File: src/pkg/tsr_pkg.sv
package tsr_pkg;

    // Register select codes carried in the low bits of the pointer.
    localparam logic [2:0] PTR_TEMP = 3'h0;
    localparam logic [2:0] PTR_CFG = 3'h1;
    localparam logic [2:0] PTR_HYST = 3'h2;
    localparam logic [2:0] PTR_OS = 3'h3;
    localparam logic [2:0] PTR_ONESHOT = 3'h4;

    // Power-on values.
    localparam logic [7:0] PTR_RESET = 8'h00;
    localparam logic [7:0] CFG_RESET = 8'h00;
    localparam logic [15:0] TEMP_RESET = 16'h0000;
    localparam logic [15:0] HYST_RESET = 16'h4b00;
    localparam logic [15:0] OS_RESET = 16'h5000;

    // Configuration field positions; bits 7 and 6 are reserved.
    localparam int CFG_SHUTDOWN_BIT = 0;
    localparam int CFG_INTMODE_BIT = 1;
    localparam int CFG_POL_BIT = 2;
    localparam int CFG_FQ_LSB = 3;
    localparam int CFG_ONESHOT_BIT = 5;
    localparam logic [7:0] CFG_WR_MASK = 8'h3f;

    // Fault queue depths for field codes 00, 01, 10 and 11.
    localparam logic [2:0] FQ_NEED_0 = 3'h1;
    localparam logic [2:0] FQ_NEED_1 = 3'h2;
    localparam logic [2:0] FQ_NEED_2 = 3'h4;
    localparam logic [2:0] FQ_NEED_3 = 3'h6;

    // Timing: update period and conversion time at the core clock rate.
    localparam int CLK_HZ = 10_000_000;
    localparam int UPDATE_MS = 80;
    localparam int CONV_US = 48_500;
    localparam int UPDATE_CYC = (CLK_HZ / 1000) * UPDATE_MS;
    localparam int CONV_CYC = (CLK_HZ / 1_000_000) * CONV_US;
    localparam int CNT_W = 20;

    // Conversion sequencer states.
    typedef enum logic [1:0] {
        SEQ_IDLE = 2'b00,
        SEQ_CONV = 2'b01,
        SEQ_WAIT = 2'b10
    } tsr_seq_t;

endpackage

File: src/tsr_core.sv
`timescale 1ns/1ns
module tsr_core #(
    parameter logic [19:0] UPDATE_CYC = 20'(tsr_pkg::UPDATE_CYC),
    parameter logic [19:0] CONV_CYC = 20'(tsr_pkg::CONV_CYC)
) (
    // Clock and reset.
    input wire logic core_clk,
    input wire logic nrst,
    // Byte-level register port from the serial interface.
    input wire logic bus_start,
    input wire logic bus_rnw,
    input wire logic wr_valid,
    input wire logic [7:0] wr_data,
    input wire logic rd_req,
    output logic [7:0] rd_data,
    output logic rd_valid,
    // Converter front end.
    input wire logic [11:0] adc_code,
    output logic conv_active,
    // Open-drain overtemperature pin.
    output logic overtemp_output,
    output logic overtemp_oe
);

    logic [7:0] pointer_r;
    logic [7:0] cfg_r;
    logic [15:0] temp_r;
    logic [15:0] hyst_r;
    logic [15:0] os_r;
    logic [7:0] msb_hold_r;
    logic [1:0] byte_idx_r;
    logic first_wr_r;
    logic rnw_r;
    logic [15:0] rd_snap_r;
    tsr_pkg::tsr_seq_t seq_r;
    tsr_pkg::tsr_seq_t seq_nxt;
    logic [19:0] cnt_r;
    logic single_r;
    logic [2:0] fault_cnt_r;
    logic alert_r;
    logic read_seen_r;
    logic cold_seen_r;
    logic [15:0] sel_val;
    logic [2:0] fault_need;
    logic sleep_mode;
    logic conv_done;
    logic hot;
    logic cold;
    logic oneshot_wr;
    logic data_wr;

    // Shutdown or one-shot mode both keep the converter asleep.
    assign sleep_mode = cfg_r[tsr_pkg::CFG_SHUTDOWN_BIT] | cfg_r[tsr_pkg::CFG_ONESHOT_BIT];
    assign conv_done = (seq_r == tsr_pkg::SEQ_CONV) && (cnt_r == CONV_CYC - 20'h00001);
    assign conv_active = (seq_r == tsr_pkg::SEQ_CONV);

    // Signed compare of the fresh code against both limits.
    assign hot = $signed(adc_code) >= $signed(os_r[15:4]);
    assign cold = $signed(adc_code) < $signed(hyst_r[15:4]);

    // A data byte in a write transaction, after the pointer byte.
    assign data_wr = wr_valid && !rnw_r && !first_wr_r;
    assign oneshot_wr = data_wr && (pointer_r[2:0] == tsr_pkg::PTR_ONESHOT) && (byte_idx_r == 2'h0);

    // Fault queue depth decode.
    always_comb begin
        case (cfg_r[tsr_pkg::CFG_FQ_LSB +: 2])
            2'b00: fault_need = tsr_pkg::FQ_NEED_0;
            2'b01: fault_need = tsr_pkg::FQ_NEED_1;
            2'b10: fault_need = tsr_pkg::FQ_NEED_2;
            2'b11: fault_need = tsr_pkg::FQ_NEED_3;
            default: fault_need = tsr_pkg::FQ_NEED_0;
        endcase
    end

    // Read mux; the one-shot and unused codes read as zero.
    always_comb begin
        case (pointer_r[2:0])
            tsr_pkg::PTR_TEMP: sel_val = temp_r;
            tsr_pkg::PTR_CFG: sel_val = {cfg_r & tsr_pkg::CFG_WR_MASK, cfg_r & tsr_pkg::CFG_WR_MASK};
            tsr_pkg::PTR_HYST: sel_val = hyst_r;
            tsr_pkg::PTR_OS: sel_val = os_r;
            default: sel_val = 16'h0000;
        endcase
    end

    // Transaction tracking: direction, pointer phase and byte index.
    always_ff @(posedge core_clk or negedge nrst) begin
        if (!nrst) begin
            rnw_r <= 1'b1;
            first_wr_r <= 1'b0;
            byte_idx_r <= 2'h0;
        end else if (bus_start) begin
            rnw_r <= bus_rnw;
            first_wr_r <= !bus_rnw;
            byte_idx_r <= 2'h0;
        end else if (wr_valid && !rnw_r) begin
            first_wr_r <= 1'b0;
            if (!first_wr_r && byte_idx_r != 2'h2) begin
                byte_idx_r <= byte_idx_r + 2'h1;
            end
        end else if (rd_req && rnw_r) begin
            byte_idx_r <= {1'b0, ~byte_idx_r[0]};
        end
    end

    // Pointer takes the first byte of each write transaction.
    always_ff @(posedge core_clk or negedge nrst) begin
        if (!nrst) begin
            pointer_r <= tsr_pkg::PTR_RESET;
        end else if (wr_valid && !rnw_r && first_wr_r) begin
            pointer_r <= wr_data;
        end
    end

    // Configuration register; reserved bits are not stored.
    always_ff @(posedge core_clk or negedge nrst) begin
        if (!nrst) begin
            cfg_r <= tsr_pkg::CFG_RESET;
        end else if (data_wr && byte_idx_r == 2'h0 && pointer_r[2:0] == tsr_pkg::PTR_CFG) begin
            cfg_r <= wr_data & tsr_pkg::CFG_WR_MASK;
        end
    end

    // Upper byte of a limit write waits here until the lower byte arrives.
    always_ff @(posedge core_clk or negedge nrst) begin
        if (!nrst) begin
            msb_hold_r <= 8'h00;
        end else if (data_wr && byte_idx_r == 2'h0) begin
            msb_hold_r <= wr_data;
        end
    end

    // Limit registers commit both bytes at once on the lower byte.
    always_ff @(posedge core_clk or negedge nrst) begin
        if (!nrst) begin
            hyst_r <= tsr_pkg::HYST_RESET;
            os_r <= tsr_pkg::OS_RESET;
        end else if (data_wr && byte_idx_r == 2'h1) begin
            if (pointer_r[2:0] == tsr_pkg::PTR_HYST) begin
                hyst_r <= {msb_hold_r, wr_data[7:4], 4'h0};
            end
            if (pointer_r[2:0] == tsr_pkg::PTR_OS) begin
                os_r <= {msb_hold_r, wr_data[7:4], 4'h0};
            end
        end
    end

    // Read path: snapshot on the first byte so both bytes match.
    always_ff @(posedge core_clk or negedge nrst) begin
        if (!nrst) begin
            rd_snap_r <= 16'h0000;
            rd_data <= 8'h00;
            rd_valid <= 1'b0;
        end else begin
            rd_valid <= rd_req && rnw_r;
            if (rd_req && rnw_r) begin
                if (byte_idx_r == 2'h0) begin
                    rd_snap_r <= sel_val;
                    rd_data <= sel_val[15:8];
                end else begin
                    rd_data <= rd_snap_r[7:0];
                end
            end
        end
    end

    // Sequencer next state.
    always_comb begin
        seq_nxt = seq_r;
        case (seq_r)
            tsr_pkg::SEQ_IDLE: begin
                if (!sleep_mode || oneshot_wr) begin
                    seq_nxt = tsr_pkg::SEQ_CONV;
                end
            end
            tsr_pkg::SEQ_CONV: begin
                if (sleep_mode && !single_r) begin
                    seq_nxt = tsr_pkg::SEQ_IDLE;
                end else if (conv_done) begin
                    seq_nxt = single_r ? tsr_pkg::SEQ_IDLE : tsr_pkg::SEQ_WAIT;
                end
            end
            tsr_pkg::SEQ_WAIT: begin
                if (sleep_mode) begin
                    seq_nxt = tsr_pkg::SEQ_IDLE;
                end else if (cnt_r == UPDATE_CYC - 20'h00001) begin
                    seq_nxt = tsr_pkg::SEQ_CONV;
                end
            end
            default: seq_nxt = tsr_pkg::SEQ_IDLE;
        endcase
    end

    // Sequencer state and the cycle counter that times it.
    always_ff @(posedge core_clk or negedge nrst) begin
        if (!nrst) begin
            seq_r <= tsr_pkg::SEQ_IDLE;
            cnt_r <= 20'h00000;
            single_r <= 1'b0;
        end else begin
            seq_r <= seq_nxt;
            if (seq_r != tsr_pkg::SEQ_CONV && seq_nxt == tsr_pkg::SEQ_CONV) begin
                cnt_r <= 20'h00000;
                single_r <= sleep_mode;
            end else if (seq_r != tsr_pkg::SEQ_IDLE) begin
                cnt_r <= cnt_r + 20'h00001;
            end
        end
    end

    // Result register updates whole at conversion end, never from the bus.
    always_ff @(posedge core_clk or negedge nrst) begin
        if (!nrst) begin
            temp_r <= tsr_pkg::TEMP_RESET;
        end else if (conv_done) begin
            temp_r <= {adc_code, 4'h0};
        end
    end

    // Consecutive fault counter, restarted by any non-fault result.
    always_ff @(posedge core_clk or negedge nrst) begin
        if (!nrst) begin
            fault_cnt_r <= 3'h0;
        end else if (conv_done) begin
            if (!hot) begin
                fault_cnt_r <= 3'h0;
            end else if (fault_cnt_r < fault_need) begin
                fault_cnt_r <= fault_cnt_r + 3'h1;
            end
        end
    end

    // Alert state; a trip wins over any clear in the same cycle.
    always_ff @(posedge core_clk or negedge nrst) begin
        if (!nrst) begin
            alert_r <= 1'b0;
            read_seen_r <= 1'b0;
            cold_seen_r <= 1'b0;
        end else if (conv_done && hot && fault_cnt_r + 3'h1 >= fault_need) begin
            alert_r <= 1'b1;
            read_seen_r <= 1'b0;
            cold_seen_r <= 1'b0;
        end else if (alert_r) begin
            if (!cfg_r[tsr_pkg::CFG_INTMODE_BIT]) begin
                if (conv_done && cold) begin
                    alert_r <= 1'b0;
                end
            end else begin
                if ((read_seen_r || (rd_req && rnw_r)) && (cold_seen_r || (conv_done && cold))) begin
                    alert_r <= 1'b0;
                end
                if (rd_req && rnw_r) begin
                    read_seen_r <= 1'b1;
                end
                if (conv_done && cold) begin
                    cold_seen_r <= 1'b1;
                end
            end
        end
    end

    // Open drain: pulls low when the pin should show a low level.
    always_ff @(posedge core_clk or negedge nrst) begin
        if (!nrst) begin
            overtemp_oe <= 1'b0;
        end else begin
            overtemp_oe <= alert_r ^ cfg_r[tsr_pkg::CFG_POL_BIT];
        end
    end

    // The pin only ever drives low.
    assign overtemp_output = 1'b0;

endmodule // tsr_core

File: config.mk
export PLATFORM = sky130hd
export DESIGN_NAME = tsr_core
export DESIGN_NICKNAME = d
export VERILOG_FILES = /design/src/pkg/tsr_pkg.sv /design/src/tsr_core.sv
export SDC_FILE = /design/constraint.sdc
export NUM_CORES = 1
export LEC_CHECK = 0
export BUFFER_PORTS_ARGS = -buffer_cell sky130_fd_sc_hd__buf_4
export CAP_MARGIN = 30
export CORE_ASPECT_RATIO = 1.5
export CORE_MARGIN = 1.5
export CORE_UTILIZATION = 45
export CTS_CLUSTER_DIAMETER = 40
export DETAILED_ROUTE_END_ITERATION = 16
export SYNTH_ARGS = -nofsm -noshare
export SYNTH_HDL_FRONTEND = slang
export SYNTH_SLANG_ARGS = --single-unit
File: constraint.sdc
create_clock -name core_clk -period 2.1 [get_ports core_clk]
set_input_delay 0.105 -clock core_clk [delete_from_list [all_inputs] [get_ports core_clk]]
set_output_delay 0.105 -clock core_clk [all_outputs]
set_load 0.05 [all_outputs]
# After elaboration in Yosys (flattened, before gate mapping)
# Cells that the tools add are included.
# W data, S select, Z words.
[classes]
add_sub_neg = 3
multipliers = 0
n_div = 0
magnitude_cmp = 4
n_eq_ne = 17
n_shift = 0
muxes = 33
bitwise = 3
n_reduce_logical = 44
[ops]
columns = ["cell", "n"]
rows = [
  ["$pmux W16 S4", 1],
  ["$mux W20", 2],
  ["$add A20 B1 Y20 const B", 1],
  ["$eq A20 B19 Y1 const B", 1],
  ["$eq A20 B20 Y1 const B", 1],
  ["$mux W2", 10],
  ["$logic_and A1 B1 Y1", 17],
  ["$mux W1", 15],
  ["$reduce_bool A2 Y1", 7],
  ["$ge A12 B12 Y1", 1],
  ["$lt A12 B12 Y1", 1],
  ["$pmux W3 S4", 1],
  ["$reduce_and A2 Y1", 5],
  ["$eq A2 B1 Y1 const B", 4],
  ["$mux W8", 1],
  ["$eq A2 B2 Y1 const B", 3],
  ["$eq A3 B2 Y1 const B", 2],
  ["$logic_not A2 Y1", 3],
  ["$mux W3", 2],
  ["$pmux W2 S3", 1],
  ["$reduce_and A3 Y1", 2],
  ["$logic_not A1 Y1", 5],
  ["$ne A2 B1 Y1 const B", 2],
  ["$add A3 B1 Y3 const B", 1],
  ["13 further kinds", 15],
]
[totals]
reg_bits = 104
latch_bits = 0
ramBits = 0
mem_bits_ro = 0
in_bits = 26
output_inout_bits = 12
wordCells = 124
memories = 0

# Logic depth before layout (Yosys ltp)
[logic_depth]
ltp_word = 11
ltp_mapped = 9
ltp_nobuf = 7

# Worst setup path before layout
# OpenSTA, ideal clock, no wires.
[synth_path]
path_type = "reg2reg"
startpoint = "register hyst_r[9]"
endpoint = "register alert_r"
setup_time_ps = 146
t_arrival_ps = 1807
required_ps = 1954
path_slack_ps = 147
stages_incl_launch_ff = 8
path_buffers = 0
synth_period_minus_slack_ps = 1953
cell_sequence = "dfstp_2 inv_1 ha_1 a211o_1 a21oi_1 o31ai_1 a2111oi_2 o21ai_0"
[synth_via]
elab_chain_cells = 8
elab_cells_between_ends = 9
cone_classes = "1 x order compare; 5 x mux; 3 x reduce/logical"
[synth_rtl]
columns = ["item", "line_no", "source"]
rows = [
  ["start: declaration", "tsr_core.sv:28", "logic [15:0] hyst_r;"],
  ["start signal: assignment", "tsr_core.sv:137", "hyst_r <= tsr_pkg::HYST_RESET;"],
  ["start signal: assignment", "tsr_core.sv:141", "hyst_r <= {msb_hold_r, wr_data[7:4], 4'h0};"],
  ["$lt A12 B12 Y1 *", "tsr_core.sv:59", "assign cold = $signed(adc_code) < $signed(hyst_r[15:4]);"],
  ["$logic_and A1 B1 Y1 *", "tsr_core.sv:246, tsr_core.sv:250", ""],
  ["$logic_or A1 B1 Y1", "tsr_core.sv:250", "if ((read_seen_r || (rd_req && rnw_r)) && (cold_seen_r || (conv_done && cold))) begin"],
  ["$logic_and A1 B1 Y1", "tsr_core.sv:250", ""],
  ["$mux W1", "tsr_core.sv:250", ""],
  ["$mux W1 *", "tsr_core.sv:245", "if (!cfg_r[tsr_pkg::CFG_INTMODE_BIT]) begin"],
  ["$mux W1 *", "tsr_core.sv:244", "end else if (alert_r) begin"],
  ["$mux W1 *", "tsr_core.sv:240", "end else if (conv_done && hot && fault_cnt_r + 3'h1 >= fault_need) begin"],
  ["end signal: assignment", "tsr_core.sv:241", "alert_r <= 1'b1;"],
  ["end signal: assignment", "tsr_core.sv:247", "alert_r <= 1'b0;"],
  ["end signal: assignment", "tsr_core.sv:251", "alert_r <= 1'b0;"],
  ["end: declaration", "tsr_core.sv:40", "logic alert_r;"],
]
# Every way passes the cells marked *; elsewhere a longest branch is shown, timed or not.
# A chain may end at the register's enable or synchronous reset.

# Worst setup path after layout
[layout_path]
startpoint = "register os_r[10]"
endpoint = "register alert_r"
[layout_via]
elab_chain_cells = 4
[layout_rtl]
columns = ["item", "line_no", "source"]
rows = [
  ["start: declaration", "tsr_core.sv:29", "logic [15:0] os_r;"],
  ["start signal: assignment", "tsr_core.sv:138", "os_r <= tsr_pkg::OS_RESET;"],
  ["start signal: assignment", "tsr_core.sv:144", "os_r <= {msb_hold_r, wr_data[7:4], 4'h0};"],
  ["$ge A12 B12 Y1", "tsr_core.sv:58", "assign hot = $signed(adc_code) >= $signed(os_r[15:4]);"],
  ["$logic_and A1 B1 Y1 (2 in series)", "tsr_core.sv:240", ""],
  ["$mux W1", "tsr_core.sv:240", ""],
  ["end signal: assignment", "tsr_core.sv:237", "alert_r <= 1'b0;"],
  ["end signal: assignment", "tsr_core.sv:241", ""],
  ["end signal: assignment", "tsr_core.sv:247", ""],
]
# Every way passes these cells.

==> reports/summary.txt <==
Status = completed
Post-synth net total = 551
Total track usage = 0.210
Starting Density = 0.463
Leak = 3.05 nW
# DRC = 0
Slew headroom = 0.571
Initial antenna violation count = 0
Pwr Density = 987 nW/µm²
Sequential fraction of the synthesis area = 0.467
Post-Synthesis Cells = 491
Final setup vio count = 0
Global-route wire length before repair = 21000 µm
Flops & latches, synth = 104
Combinational share of power = 0.338
Largest net degree at the start of global routing = 54
Synth warn = 0
Critical path class = flip-flop to flip-flop
# IOs = 38
Root Buffer = clkbuf_16
Crit. End Element = flip-flop
Hold Fails Final Rpt = 0
Area delta synth->final = 19.7%
Distinct cells, synth = 57
Port buffer count = 36
Filler cells = 1031
Register area = 2610 µm²
GPL Wtd Cong = 0.846
Async set-or-reset flop fraction in the synthesized netlist = 1.00
Most frequent cells in the layout = 97 x dfrtp_1, 62 x buf_4, 54 x mux2_2
Die area = 13100 µm²
P_sw = 2.31 mW
Antenna Cells = 0
Vias per cell = 5.50
Setup_tns = 0 ps
WP data required = 2330 ps
Syn Area/Cell = 11.4 µm²
Clock buffer count from CTS = 9
CTS tree = done
Worst-path clk slew = 70 ps
Sequential share of power = 0.420
Number of routed nets with antenna violations = 0
Clock Latency Late Sink = 350 ps
Commonest non-fill, non-tap cell in the layout = dfrtp_1
Detailed placer's ending HPWL = 9360 µm
MaxCap Viol Count = 0
Iter 0 DRT Violations = 165
Crit-path max FO = 3
Worst Setup Start Kind = flip-flop
Core ar. = 12100 µm²
Multi-input combinational cell area = 2850 µm²
Internal Power = 4.31 mW
Die height = 140 µm
Vias in the first global route = 4113
# rows = 49
Final worst path period share = 0.983
Layout cells sized above 1 = 0.311
Crit path DAT = 2290 ps
Nets = 621
RSZ-0062 raised after global routing = no
Pwr Total = 6.61 mW
Post-synth EDFFs = 0
Slew Limit Fails = 0
Clock tree sinks = 104
Hold WS = 1.93 ps
Horiz. Die Dim = 94.0 µm
Setup Skew = 8.04 ps
Via count = 3954
1st-pass router iterations = 4
DRT Wirelength = 12700 µm
Most frequently used flop master after synthesis = dfrtp_1
HP Class = input port to flip-flop
Clock Power Share = 0.242
Mapped cell area = 5590 µm²
Switching Share = 0.349
Min Tclk post-route = 2060 ps
WL/cell = 17.6 µm
Fmax = 0.484 GHz
H-tree depth = 3
Grt total ovfl = 0
Worst slew pin tran = 640 ps
VDD IR max = 0.000501 V
Clock Path Buffers = 2
## registers in the layout (all words and copies together) (netlist names), 2 cells and up
name	cells
byte_idx_r	2
cfg_r	6
cnt_r	20
fault_cnt_r	3
hyst_r	12
msb_hold_r	8
os_r	12
pointer_r	3
rd_data	8
rd_snap_r	8
seq_r	2
temp_r	12
## path summary, 6_finish.rpt
check | startpoint | end | slack [ps] | cells past startpoint
min | wr_data[2] | cfg_r[2]$_DFFE_PN0P_ | 2 | 2
min reg2reg | rd_snap_r[4]$_DFFE_PN0P_ | rd_snap_r[4]$_DFFE_PN0P_ | 500 | 1
max in group asynchronous | nrst | os_r[12]$_DFFE_PN1P_ | 1180 | 3
min in group asynchronous | nrst | temp_r[15]$_DFFE_PN0P_ | 180 | 2
max | os_r[10]$_DFFE_PN0P_ | alert_r$_DFF_PN0_ | 40 | 8
max reg2reg | os_r[10]$_DFFE_PN0P_ | alert_r$_DFF_PN0_ | 40 | 8
## Yosys cell counts (3+ instances only)
library cell / number / area share
dfrtp_1: 97 / 0.43
mux2_2: 54 / 0.11
nor2_1: 44 / 0.030
ha_1: 34 / 0.076
inv_1: 32 / 0.021
a21oi_1: 27 / 0.024
nand2_1: 18 / 0.012
nand3_1: 15 / 0.013
xor2_1: 15 / 0.023
nor2b_1: 12 / 0.013
xnor2_1: 9 / 0.014
a22o_1: 8 / 0.013
and3_1: 8 / 0.0089
mux4_2: 8 / 0.032
o21ai_0: 8 / 0.0072
dfstp_2: 7 / 0.033
mux2i_1: 6 / 0.011
nand2b_1: 6 / 0.0067
nand4_1: 6 / 0.0067
buf_1: 5 / 0.0034
nor3_1: 5 / 0.0045
a21o_1: 4 / 0.0054
a31oi_1: 4 / 0.0045
clkbuf_1: 4 / 0.0027
nand3b_1: 4 / 0.0054
nor4_1: 4 / 0.0045
and4_1: 3 / 0.0047
buf_2: 3 / 0.0027
buf_4: 3 / 0.0040
o21a_1: 3 / 0.0040
## cells by family after synthesis
kind of cell,Yosys count,share of synthesized area
compound gates,68,0.0839
buf+inv,48,0.0362
flops,104,0.467
fa+ha+maj,34,0.0760
other cells,1,0.000670
xor+xnor,24,0.0376
mux,68,0.152
simple gates,144,0.147
## per-layer routing
| layer | track usage | up-vias | part of all wire |
|---|---|---|---|
| met2 | 0.367 | 59 | 0.53 |
| met3 | 0.0388 | 31 | 0.025 |
| met5 | 0 | - | 0 |
| li1 | - | 1885 | - |
| met4 | 0.0935 | 0 | 0.036 |
| met1 | 0.246 | 1979 | 0.41 |
## power groups by stage
stage	Clock (mW)	Combinational [mW]	Sequential, mW
6_report	1.60	2.24	2.78
5_1_grt	1.74	2.46	2.84
4_1_cts	1.63	2.07	2.78
3_5_place_dp	0	2.04	2.81
3_3_place_gp	0	1.99	2.80
2_1_floorplan	0	1.32	2.81
## stage by stage
step | util | instance area [µm²] | worst slack [ps] | std cells
after global placement | 0.516 | 6230 | 41.5 | 693
final | 0.555 | 6700 | 35.1 | 719
after floorplan | - | 5590 | 147 | 491
after global routing | 0.555 | 6700 | 1.46 | 719
after detailed placement | 0.516 | 6230 | 65.8 | 693
after CTS | 0.545 | 6580 | 20.5 | 715
## what timing repair did
action                                  4_1_cts  5_1_grt
setup buffers                                 0        1
endpoints found under the setup margin        0       24
hold buffers                                  6        1
gates resized for setup                       0       13
endpoints found under the hold margin        26        1
## layout make-up
type	instances	area share
inverters	32	0.0179
flip-flops and latches	104	0.390
multi-input cells	339	0.425
well taps	153	0.0286
clock buffers	10	0.0357
clock inverters	6	0.00673
repair buffers	75	0.0960
## critical path, stage by stage (launching register included)
cell and delay (ps):
dfrtp_1 370, inv_1 60, ha_1 300, and3_1 170, o21ai_0 340, a21oi_1 160
o311ai_1 300, buf_4 170, o21ai_0 70
No activity file was read; power rests on OpenSTA's default activity.
